`config.mk`:
```
export PLATFORM = sky130hd
export DESIGN_NAME = gsr_device_flat
export DESIGN_NICKNAME = d
export VERILOG_FILES = /design/src/gsr_pkg.sv /design/src/gsr_link_if.sv /design/src/gsr_device.sv /design/src/flat_wrapper.sv
export VERILOG_INCLUDE_DIRS = /design/src
export SDC_FILE = /design/constraint.sdc
export NUM_CORES = 1
export LEC_CHECK = 0
export ABC_AREA = 0
export BUFFER_PORTS_ARGS = -buffer_cell sky130_fd_sc_hd__buf_2
export CORE_ASPECT_RATIO = 0.75
export CORE_UTILIZATION = 40
export DETAILED_ROUTE_END_ITERATION = 8
export GPL_TIMING_DRIVEN = 0
export PLACE_DENSITY = 0.62
export SLEW_MARGIN = 10
export SYNTH_ARGS = -nofsm -noshare
export SYNTH_HDL_FRONTEND = slang
export SYNTH_SLANG_ARGS = --single-unit
```
`constraint.sdc`:
```
create_clock -name core_clk -period 3.09 [get_ports core_clk]
set_clock_uncertainty 0.2 [all_clocks]
set_input_delay 0.618 -clock core_clk [delete_from_list [all_inputs] [get_ports core_clk]]
set_output_delay 0.618 -clock core_clk [all_outputs]
set_load 0.03 [all_outputs]
```
`src/gsr_params.svh`:
```
// Register offsets, field positions, reset values and command codes.
`ifndef GSR_PARAMS_SVH
`define GSR_PARAMS_SVH

// ****************************************************************
// Register offsets
// ****************************************************************
`define GSR_OFF_MODE_SEL 8'h10
`define GSR_OFF_COMMAND 8'h12
`define GSR_OFF_TEMP_LO 8'h13
`define GSR_OFF_TEMP_HI 8'h14
`define GSR_OFF_HUM_LO 8'h15
`define GSR_OFF_HUM_HI 8'h16
`define GSR_OFF_STATE 8'h20
`define GSR_OFF_AIR5 8'h21
`define GSR_OFF_ORGANIC 8'h22
`define GSR_OFF_ORGANIC_HI 8'h23
`define GSR_OFF_CO2 8'h24
`define GSR_OFF_CO2_HI 8'h25
`define GSR_OFF_RELAQ 8'h26
`define GSR_OFF_DATA_LAST 8'h27
`define GSR_OFF_READBACK 8'h48
`define GSR_OFF_READBACK_LAST 8'h4f
`define GSR_READBACK_NUM 8
`define GSR_READBACK_IDX_W 3

// ****************************************************************
// Readback byte slots for the version answer
// ****************************************************************
`define GSR_RB_MAJOR 3'h4
`define GSR_RB_MINOR 3'h5
`define GSR_RB_RELEASE 3'h6

// ****************************************************************
// Command and mode codes
// ****************************************************************
`define GSR_CMD_NOP 8'h00
`define GSR_CMD_VERSION 8'h0e
`define GSR_CMD_CLEAR 8'hcc
`define GSR_MODE_IDLE 8'h01

// ****************************************************************
// Status byte bit positions and reset values
// ****************************************************************
`define GSR_ST_RUNNING 7
`define GSR_ST_ERROR 6
`define GSR_ST_VALID_HI 3
`define GSR_ST_VALID_LO 2
`define GSR_ST_OUT_NEW 1
`define GSR_ST_RB_NEW 0
`define GSR_AIR5_RESET 3'h1
`define GSR_WORD_RESET 16'h0000
`define GSR_BYTE_RESET 8'h00

`endif

```
`src/gsr_pkg.sv`:
```
// Shared types for both ends of the sensor register link.
package gsr_pkg;

	// Host sequencer states.
	typedef enum logic [2:0]
	{
		gsr_h_idle,
		gsr_h_first,
		gsr_h_wait_first,
		gsr_h_second,
		gsr_h_wait_second
	} gsr_host_state_e;

	typedef logic [7:0] gsr_byte_t;

endpackage

```
`src/gsr_link_if.sv`:
```
// Byte-wide register link between the host and the sensor.
interface gsr_link_if;
	logic [7:0] bus_addr;
	logic bus_wr;
	logic bus_rd;
	logic [7:0] bus_wdata;
	logic [7:0] bus_rdata;
	logic bus_ack;
	logic host_interrupt_pin;

	modport device
	(
		input bus_addr,
		input bus_wr,
		input bus_rd,
		input bus_wdata,
		output bus_rdata,
		output bus_ack,
		output host_interrupt_pin
	);

	modport host
	(
		output bus_addr,
		output bus_wr,
		output bus_rd,
		output bus_wdata,
		input bus_rdata,
		input bus_ack,
		input host_interrupt_pin
	);
endinterface

```
`src/gsr_device.sv`:
```
// Sensor-side result register bank with command handling.
`include "gsr_params.svh"

module gsr_device
	import gsr_pkg::*;
#(
	parameter logic [7:0] VERSION_MAJOR = 8'h01, // Arbitrary value.
	parameter logic [7:0] VERSION_MINOR = 8'h00, // Arbitrary value.
	parameter logic [7:0] VERSION_RELEASE = 8'h00 // Arbitrary value.
)
(
	input wire logic core_clk,
	input wire logic rst_b,
	gsr_link_if.device link,
	input wire logic [7:0] operating_mode_select,
	input wire logic mode_running,
	input wire logic error_detected,
	input wire logic [1:0] output_validity,
	input wire logic results_load,
	input wire logic [2:0] five_level_air_index,
	input wire logic [15:0] organic_compound_level,
	input wire logic [15:0] carbon_dioxide_equivalent,
	input wire logic [15:0] relative_air_index,
	input wire logic irq_enable,
	input wire logic irq_on_readback,
	input wire logic irq_on_output,
	input wire logic irq_active_high,
	output logic [15:0] ambient_temperature_input,
	output logic temperature_update,
	output logic [15:0] ambient_humidity_input,
	output logic humidity_update
);

	// ****************************************************************
	// State
	// ****************************************************************
	gsr_byte_t command_reg, command_next;
	logic command_pending_reg, command_pending_next;
	gsr_byte_t temp_lo_reg, temp_lo_next;
	logic [15:0] temp_reg, temp_next;
	logic temp_upd_reg, temp_upd_next;
	gsr_byte_t hum_lo_reg, hum_lo_next;
	logic [15:0] hum_reg, hum_next;
	logic hum_upd_reg, hum_upd_next;
	gsr_byte_t rb_reg [`GSR_READBACK_NUM];
	gsr_byte_t rb_next [`GSR_READBACK_NUM];
	logic rb_new_reg, rb_new_next;
	logic out_new_reg, out_new_next;
	logic [2:0] air5_reg, air5_next;
	logic [15:0] organic_reg, organic_next;
	logic [15:0] co2_reg, co2_next;
	logic [15:0] relaq_reg, relaq_next;
	gsr_byte_t status_reg, status_next;
	gsr_byte_t rdata_reg, rdata_next;
	logic ack_reg, ack_next;
	logic irq_reg, irq_next;
	logic rb_loaded;
	logic rd_data_hit;
	logic rd_rb_hit;
	gsr_byte_t read_mux;

	// Address windows whose reads clear the new flags.
	assign rd_data_hit = link.bus_rd &&
		link.bus_addr >= `GSR_OFF_AIR5 &&
		link.bus_addr <= `GSR_OFF_DATA_LAST;
	assign rd_rb_hit = link.bus_rd &&
		link.bus_addr >= `GSR_OFF_READBACK &&
		link.bus_addr <= `GSR_OFF_READBACK_LAST;

	// Read multiplexer; unmapped offsets read as zero.
	always_comb
	begin
		read_mux = `GSR_BYTE_RESET;
		case (link.bus_addr)
			`GSR_OFF_COMMAND: read_mux = command_reg;
			`GSR_OFF_TEMP_LO: read_mux = temp_lo_reg;
			`GSR_OFF_TEMP_HI: read_mux = temp_reg[15:8];
			`GSR_OFF_HUM_LO: read_mux = hum_lo_reg;
			`GSR_OFF_HUM_HI: read_mux = hum_reg[15:8];
			`GSR_OFF_STATE: read_mux = status_reg;
			`GSR_OFF_AIR5: read_mux = {5'h00, air5_reg};
			`GSR_OFF_ORGANIC: read_mux = organic_reg[7:0];
			`GSR_OFF_ORGANIC_HI: read_mux = organic_reg[15:8];
			`GSR_OFF_CO2: read_mux = co2_reg[7:0];
			`GSR_OFF_CO2_HI: read_mux = co2_reg[15:8];
			`GSR_OFF_RELAQ: read_mux = relaq_reg[7:0];
			`GSR_OFF_DATA_LAST: read_mux = relaq_reg[15:8];
			default:
			begin
				if (rd_rb_hit)
					read_mux = rb_reg[link.bus_addr[`GSR_READBACK_IDX_W-1:0]];
			end
		endcase
	end

	// Command latch: a write is always taken, but it runs only in idle
	// mode, so a command written during sensing waits for idle.
	always_comb
	begin
		command_next = command_reg;
		command_pending_next = command_pending_reg;
		rb_loaded = 1'b0;
		for (int i = 0; i < `GSR_READBACK_NUM; i++)
			rb_next[i] = rb_reg[i];
		if (command_pending_reg &&
			operating_mode_select == `GSR_MODE_IDLE)
		begin
			command_pending_next = 1'b0;
			case (command_reg)
				`GSR_CMD_VERSION:
				begin
					rb_next[`GSR_RB_MAJOR] = VERSION_MAJOR;
					rb_next[`GSR_RB_MINOR] = VERSION_MINOR;
					rb_next[`GSR_RB_RELEASE] = VERSION_RELEASE;
					rb_loaded = 1'b1;
				end
				`GSR_CMD_CLEAR:
				begin
					for (int i = 0; i < `GSR_READBACK_NUM; i++)
						rb_next[i] = `GSR_BYTE_RESET;
				end
				default:
				begin
				end
			endcase
		end
		if (link.bus_wr && link.bus_addr == `GSR_OFF_COMMAND)
		begin
			command_next = link.bus_wdata;
			command_pending_next = 1'b1;
		end
	end

	// Compensation inputs: the low byte is staged, the high byte write
	// commits both halves so the core never sees a torn value.
	always_comb
	begin
		temp_lo_next = temp_lo_reg;
		temp_next = temp_reg;
		temp_upd_next = 1'b0;
		hum_lo_next = hum_lo_reg;
		hum_next = hum_reg;
		hum_upd_next = 1'b0;
		if (link.bus_wr)
		begin
			case (link.bus_addr)
				`GSR_OFF_TEMP_LO: temp_lo_next = link.bus_wdata;
				`GSR_OFF_TEMP_HI:
				begin
					temp_next = {link.bus_wdata, temp_lo_reg};
					temp_upd_next = 1'b1;
				end
				`GSR_OFF_HUM_LO: hum_lo_next = link.bus_wdata;
				`GSR_OFF_HUM_HI:
				begin
					hum_next = {link.bus_wdata, hum_lo_reg};
					hum_upd_next = 1'b1;
				end
				default:
				begin
				end
			endcase
		end
	end

	// Results, flags, status and answer. A set in the same cycle as a
	// clearing read wins, so a fresh result is never silently lost.
	always_comb
	begin
		air5_next = air5_reg;
		organic_next = organic_reg;
		co2_next = co2_reg;
		relaq_next = relaq_reg;
		if (results_load)
		begin
			air5_next = five_level_air_index;
			organic_next = organic_compound_level;
			co2_next = carbon_dioxide_equivalent;
			relaq_next = relative_air_index;
		end
		out_new_next = results_load ||
			(out_new_reg && !rd_data_hit);
		rb_new_next = rb_loaded || (rb_new_reg && !rd_rb_hit);
		status_next = `GSR_BYTE_RESET;
		status_next[`GSR_ST_RUNNING] = mode_running;
		status_next[`GSR_ST_ERROR] = error_detected;
		status_next[`GSR_ST_VALID_HI:`GSR_ST_VALID_LO] =
			output_validity;
		status_next[`GSR_ST_OUT_NEW] = out_new_next;
		status_next[`GSR_ST_RB_NEW] = rb_new_next;
		rdata_next = link.bus_rd ? read_mux : rdata_reg;
		ack_next = link.bus_rd || link.bus_wr;
		irq_next = irq_enable &&
			((irq_on_readback && rb_new_next) ||
			(irq_on_output && out_new_next));
		irq_next = irq_next ~^ irq_active_high;
	end

	// Register stage for all state.
	always_ff @(posedge core_clk or negedge rst_b)
	begin
		if (!rst_b)
		begin
			command_reg <= `GSR_CMD_NOP;
			command_pending_reg <= 1'b0;
			temp_lo_reg <= `GSR_BYTE_RESET;
			temp_reg <= `GSR_WORD_RESET;
			temp_upd_reg <= 1'b0;
			hum_lo_reg <= `GSR_BYTE_RESET;
			hum_reg <= `GSR_WORD_RESET;
			hum_upd_reg <= 1'b0;
			for (int i = 0; i < `GSR_READBACK_NUM; i++)
				rb_reg[i] <= `GSR_BYTE_RESET;
			rb_new_reg <= 1'b0;
			out_new_reg <= 1'b0;
			air5_reg <= `GSR_AIR5_RESET;
			organic_reg <= `GSR_WORD_RESET;
			co2_reg <= `GSR_WORD_RESET;
			relaq_reg <= `GSR_WORD_RESET;
			status_reg <= `GSR_BYTE_RESET;
			rdata_reg <= `GSR_BYTE_RESET;
			ack_reg <= 1'b0;
			irq_reg <= 1'b1; // Inactive for the default low polarity.
		end
		else
		begin
			command_reg <= command_next;
			command_pending_reg <= command_pending_next;
			temp_lo_reg <= temp_lo_next;
			temp_reg <= temp_next;
			temp_upd_reg <= temp_upd_next;
			hum_lo_reg <= hum_lo_next;
			hum_reg <= hum_next;
			hum_upd_reg <= hum_upd_next;
			for (int i = 0; i < `GSR_READBACK_NUM; i++)
				rb_reg[i] <= rb_next[i];
			rb_new_reg <= rb_new_next;
			out_new_reg <= out_new_next;
			air5_reg <= air5_next;
			organic_reg <= organic_next;
			co2_reg <= co2_next;
			relaq_reg <= relaq_next;
			status_reg <= status_next;
			rdata_reg <= rdata_next;
			ack_reg <= ack_next;
			irq_reg <= irq_next;
		end
	end

	// Output drive, all straight from flip-flops.
	assign link.bus_rdata = rdata_reg;
	assign link.bus_ack = ack_reg;
	assign link.host_interrupt_pin = irq_reg;
	assign ambient_temperature_input = temp_reg;
	assign temperature_update = temp_upd_reg;
	assign ambient_humidity_input = hum_reg;
	assign humidity_update = hum_upd_reg;

endmodule // gsr_device

```
`src/flat_wrapper.sv`:
```
// flat-port wrapper written by rule: the top's interface ports become plain ports
module gsr_device_flat import gsr_pkg::*;
#(
	parameter logic [7:0] VERSION_MAJOR = 8'h01,                    
	parameter logic [7:0] VERSION_MINOR = 8'h00,                    
	parameter logic [7:0] VERSION_RELEASE = 8'h00                    
)
  (core_clk, rst_b, operating_mode_select, mode_running, error_detected, output_validity, results_load, five_level_air_index, organic_compound_level, carbon_dioxide_equivalent, relative_air_index, irq_enable, irq_on_readback, irq_on_output, irq_active_high, ambient_temperature_input, temperature_update, ambient_humidity_input, humidity_update, link_bus_addr, link_bus_wr, link_bus_rd, link_bus_wdata, link_bus_rdata, link_bus_ack, link_host_interrupt_pin);
  gsr_link_if link_i ();
  input wire logic core_clk;
  input wire logic rst_b;
  input wire logic [7:0] operating_mode_select;
  input wire logic mode_running;
  input wire logic error_detected;
  input wire logic [1:0] output_validity;
  input wire logic results_load;
  input wire logic [2:0] five_level_air_index;
  input wire logic [15:0] organic_compound_level;
  input wire logic [15:0] carbon_dioxide_equivalent;
  input wire logic [15:0] relative_air_index;
  input wire logic irq_enable;
  input wire logic irq_on_readback;
  input wire logic irq_on_output;
  input wire logic irq_active_high;
  output logic [15:0] ambient_temperature_input;
  output logic temperature_update;
  output logic [15:0] ambient_humidity_input;
  output logic humidity_update;
  input wire logic [$bits(link_i.bus_addr)-1:0] link_bus_addr;
  input wire logic [$bits(link_i.bus_wr)-1:0] link_bus_wr;
  input wire logic [$bits(link_i.bus_rd)-1:0] link_bus_rd;
  input wire logic [$bits(link_i.bus_wdata)-1:0] link_bus_wdata;
  output wire logic [$bits(link_i.bus_rdata)-1:0] link_bus_rdata;
  output wire logic [$bits(link_i.bus_ack)-1:0] link_bus_ack;
  output wire logic [$bits(link_i.host_interrupt_pin)-1:0] link_host_interrupt_pin;
  assign link_i.bus_addr = link_bus_addr;
  assign link_i.bus_wr = link_bus_wr;
  assign link_i.bus_rd = link_bus_rd;
  assign link_i.bus_wdata = link_bus_wdata;
  assign link_bus_rdata = link_i.bus_rdata;
  assign link_bus_ack = link_i.bus_ack;
  assign link_host_interrupt_pin = link_i.host_interrupt_pin;
  gsr_device #(.VERSION_MAJOR(VERSION_MAJOR), .VERSION_MINOR(VERSION_MINOR), .VERSION_RELEASE(VERSION_RELEASE)) u_core (.core_clk(core_clk), .rst_b(rst_b), .link(link_i), .operating_mode_select(operating_mode_select), .mode_running(mode_running), .error_detected(error_detected), .output_validity(output_validity), .results_load(results_load), .five_level_air_index(five_level_air_index), .organic_compound_level(organic_compound_level), .carbon_dioxide_equivalent(carbon_dioxide_equivalent), .relative_air_index(relative_air_index), .irq_enable(irq_enable), .irq_on_readback(irq_on_readback), .irq_on_output(irq_on_output), .irq_active_high(irq_active_high), .ambient_temperature_input(ambient_temperature_input), .temperature_update(temperature_update), .ambient_humidity_input(ambient_humidity_input), .humidity_update(humidity_update));
endmodule
```
==> impl_metrics.yaml <==
synthesis:
  muxShareOfSynthArea_pct: 22.8
  synth-compound-area-share_pct: 11.0
  synth_fa_ha_area_share_pct: 0
  syn_area_um2: 5870
  syn_area_per_cell_um2: 12.9
  ys.flop_type: "dfrtp_1"
  synth_xor_area_share_pct: 0.149
  syn_nets: 544
  yosys.area_share.simple_pct: 8.89
  synth.distinct_cells: 62
  seq_area_frac_synth_pct: 54.2
  ys_ff_latch: 127
  async_reset_ff_share_pct: 100
  synth_edf_count: 0
  synth_warnings: 0
  synth_top_family_by_area: "multiplexers"
  syn_inst: 456
global_routing:
  grt_antenna_before_repair: 0
  grt_max_degree: 74
  grtUsageTotal_pct: 24.6
  grt_pass1_wl_um: 26600
  gr-total-overflow: 0
  first_global_vias: 4652
placement:
  hpwl_um: 13100
  post-place-cells: 780
  io_buffers: 128
  place_congestion: 0.929
  pre_cts_ws_ps: 3.41
timing:
  finalCriticalPeriod_ps: 2780
  tightest_slew_ps: 924
  hold_viol: 0
  setup_tns_ps: 0
  setup_viol: 0
  timing_max_transition_violations_final: 0
  worst_slack_ps: 311
  grt_setup_unrepaired: "no"
  relSlewSlack_pct: 37.9
  hold_ws_ps: 88.2
  fmax_mhz: 360
  timing.final.crit_share_pct: 89.9
cells_and_area:
  multi_input_area_um2: 2520
  fin_cells: 813
  diodes: 0
  fillers: 1255
  fin_nets: 693
  synthToLayoutAreaGrowth_pct: 25.7
  layout-drive-gt1-share_pct: 44.2
  seq_area_um2: 3180
min_path:
  hold_class: "input port to register"
  min_from: "output_validity[0]"
  hold_depth: 1
  hold_end: "u_core.status_reg[2]"
clocking:
  cts_resized: 0
  cts_max_level: 4
  clkLatencyLatePin_ps: 430
  cts.clk_slew.worst_paths_ps: 60
  post_cts_buffers: 0
  cts_root_buf: "clkbuf_16"
  holdBufCountCts: 1
  clk_path_buf_depth: 2
  cts_buffers: 17
  cts_sinks: 127
  cts_tree: "done"
power:
  p_comb_share_pct: 10.2
  powerDensity_nw_per_um2: 575
  power.share.switching_pct: 25.0
  power.switching_uw: 1060
  p_int_uw: 3180
  peakVddDrop_v: 0.000348
  p_leak_uw: 0.00350
  clock_power_share_pct: 46.2
  design_power_total_uw: 4240
  pwr-share-seq_pct: 43.5
floorplan:
  std_cell_rows: 37
  die-area_um2: 15200
  die_x_um: 142
  start_util_pct: 41.8
  die_h_um: 107
  core_region_area_um2: 14000
  ios: 132
outcome:
  run_status: "finished clean"
worst_setup_path:
  crit_chain: "buf_2, nor3_1, nand2_1, o311ai_2, o21ai_0, a21oi_2"
  start_kind: "input port"
  slowest_stage: "nor3_1"
  reg2reg_depth: 5
  cpLargestDelayFamily: "compound AO/OA/AOI/OAI gates"
  cp_max_fo: 8
  criticalPathCategory: "input port to register"
  critPathLaunch: "link_bus_addr[3]"
  critPathBufInv: 1
  r2r-start: "u_core.command_reg[0]"
  r2r_end: "u_core.link.host_interrupt_pin"
  cp.arrival_ps: 2930
  cp.required_ps: 3240
  critPathMaxStageDelay_ps: 760
  worstSetupEndpointType: "register"
  r2r_setup_slack_ps: 960
routing:
  firstDrtPassIters: 5
  drt_iter0_markers: 370
  vias_per_cell: 5.55
  via_count: 4509
  wl_per_cell_um: 21.7
  drc: 0
  ant_nets: 0
  wl_um: 17600
flow_run:
  drv_cap: 0
==> area by class of cell <==
class                      instances  share of cell area (%)
tap                              195                    3.31
sequential                       127                    43.1
timing repair buffer             130                    9.28
clock inverter                    10                    1.53
clock buffer                      22                    6.30
multi-input combinational        292                    34.1
inverter                           9                   0.458
buffer                            28                    1.87
==> per-stage QoR <==
step	utilization, %	area (µm²)
2_1_floorplan	-	5870
3_3_place_gp	48.1	6750
3_5_place_dp	48.4	6790
4_1_cts	52.6	7370
5_1_grt	52.6	7370
6_report	52.6	7370
==> per-layer routing <==
layer / track usage, % / vias to the layer above / wire, µm
met3: 7.99 / 18 / 1280
met4: 6.99 / 0 / 198
met2: 35.4 / 196 / 7550
met1: 35.2 / 2278 / 8600
li1: - / 2017 / -
met5: 0 / - / 0
==> layout by cell type (no fill, tap or decap), types with 11 or more instances in the layout <==
cell       count
nand3_1       12
mux2_2        87
dfrtp_1      125
clkbuf_1      20
mux2_1        22
mux2i_1       11
a31oi_1       13
a22o_1        11
o21ai_0       16
buf_2        132
nand2_1       19
clkbuf_16     17
==> cells in the mapped netlist (3+ instances only) <==
cell type / count / area share, %
a22o_1: 11 / 1.6
o21ai_0: 16 / 1.4
nand2b_1: 4 / 0.43
nor4_1: 4 / 0.43
mux2_2: 87 / 17
nor2_1: 6 / 0.38
dfrtp_1: 125 / 53
or2_2: 3 / 0.32
nor3_1: 3 / 0.26
a31oi_1: 13 / 1.4
and3_1: 3 / 0.32
a22oi_1: 7 / 0.90
nand2_1: 19 / 1.2
a21oi_1: 9 / 0.77
nand3_2: 3 / 0.51
buf_6: 3 / 0.58
buf_2: 5 / 0.43
inv_1: 8 / 0.51
a211o_1: 3 / 0.45
mux2_1: 22 / 4.2
o21ai_1: 3 / 0.26
o31ai_1: 4 / 0.51
clkbuf_1: 17 / 1.1
o22ai_1: 3 / 0.32
mux2i_1: 11 / 1.9
a311oi_1: 3 / 0.45
nand3_1: 12 / 1.0
nor2b_1: 5 / 0.53
nor3_4: 3 / 0.83
==> power by group through the flow <==
stage | clock network (µW) | registers [µW] | logic (µW)
after floorplan | 0 | 1880 | 208
after global placement | 0 | 1870 | 420
after detailed placement | 0 | 1870 | 433
after CTS | 1990 | 1850 | 435
after global routing | 2060 | 1860 | 469
final | 1960 | 1840 | 434
==> worst max path at each step <==
stage                                                      end  slack (ps)  cells past startpoint
after floorplan           u_core.ambient_temperature_input[15]         740                      5
after global routing                  u_core.link.bus_rdata[1]         310                      8
final                                 u_core.link.bus_rdata[2]         310                      6
after global placement               u_core.temperature_update        -390                      1
after detailed placement              u_core.link.bus_rdata[2]           3                      6
after CTS                             u_core.link.bus_rdata[2]         440                      6
==> kinds of logic after synthesis <==
family / after synthesis
DFF: 127
muxes: 120
AOI/OAI and AO/OA: 90
and+or+nand+nor: 81
buffers and inverters: 37
xor gates and xnor gates: 1
Power figures use the tool's default switching activity.
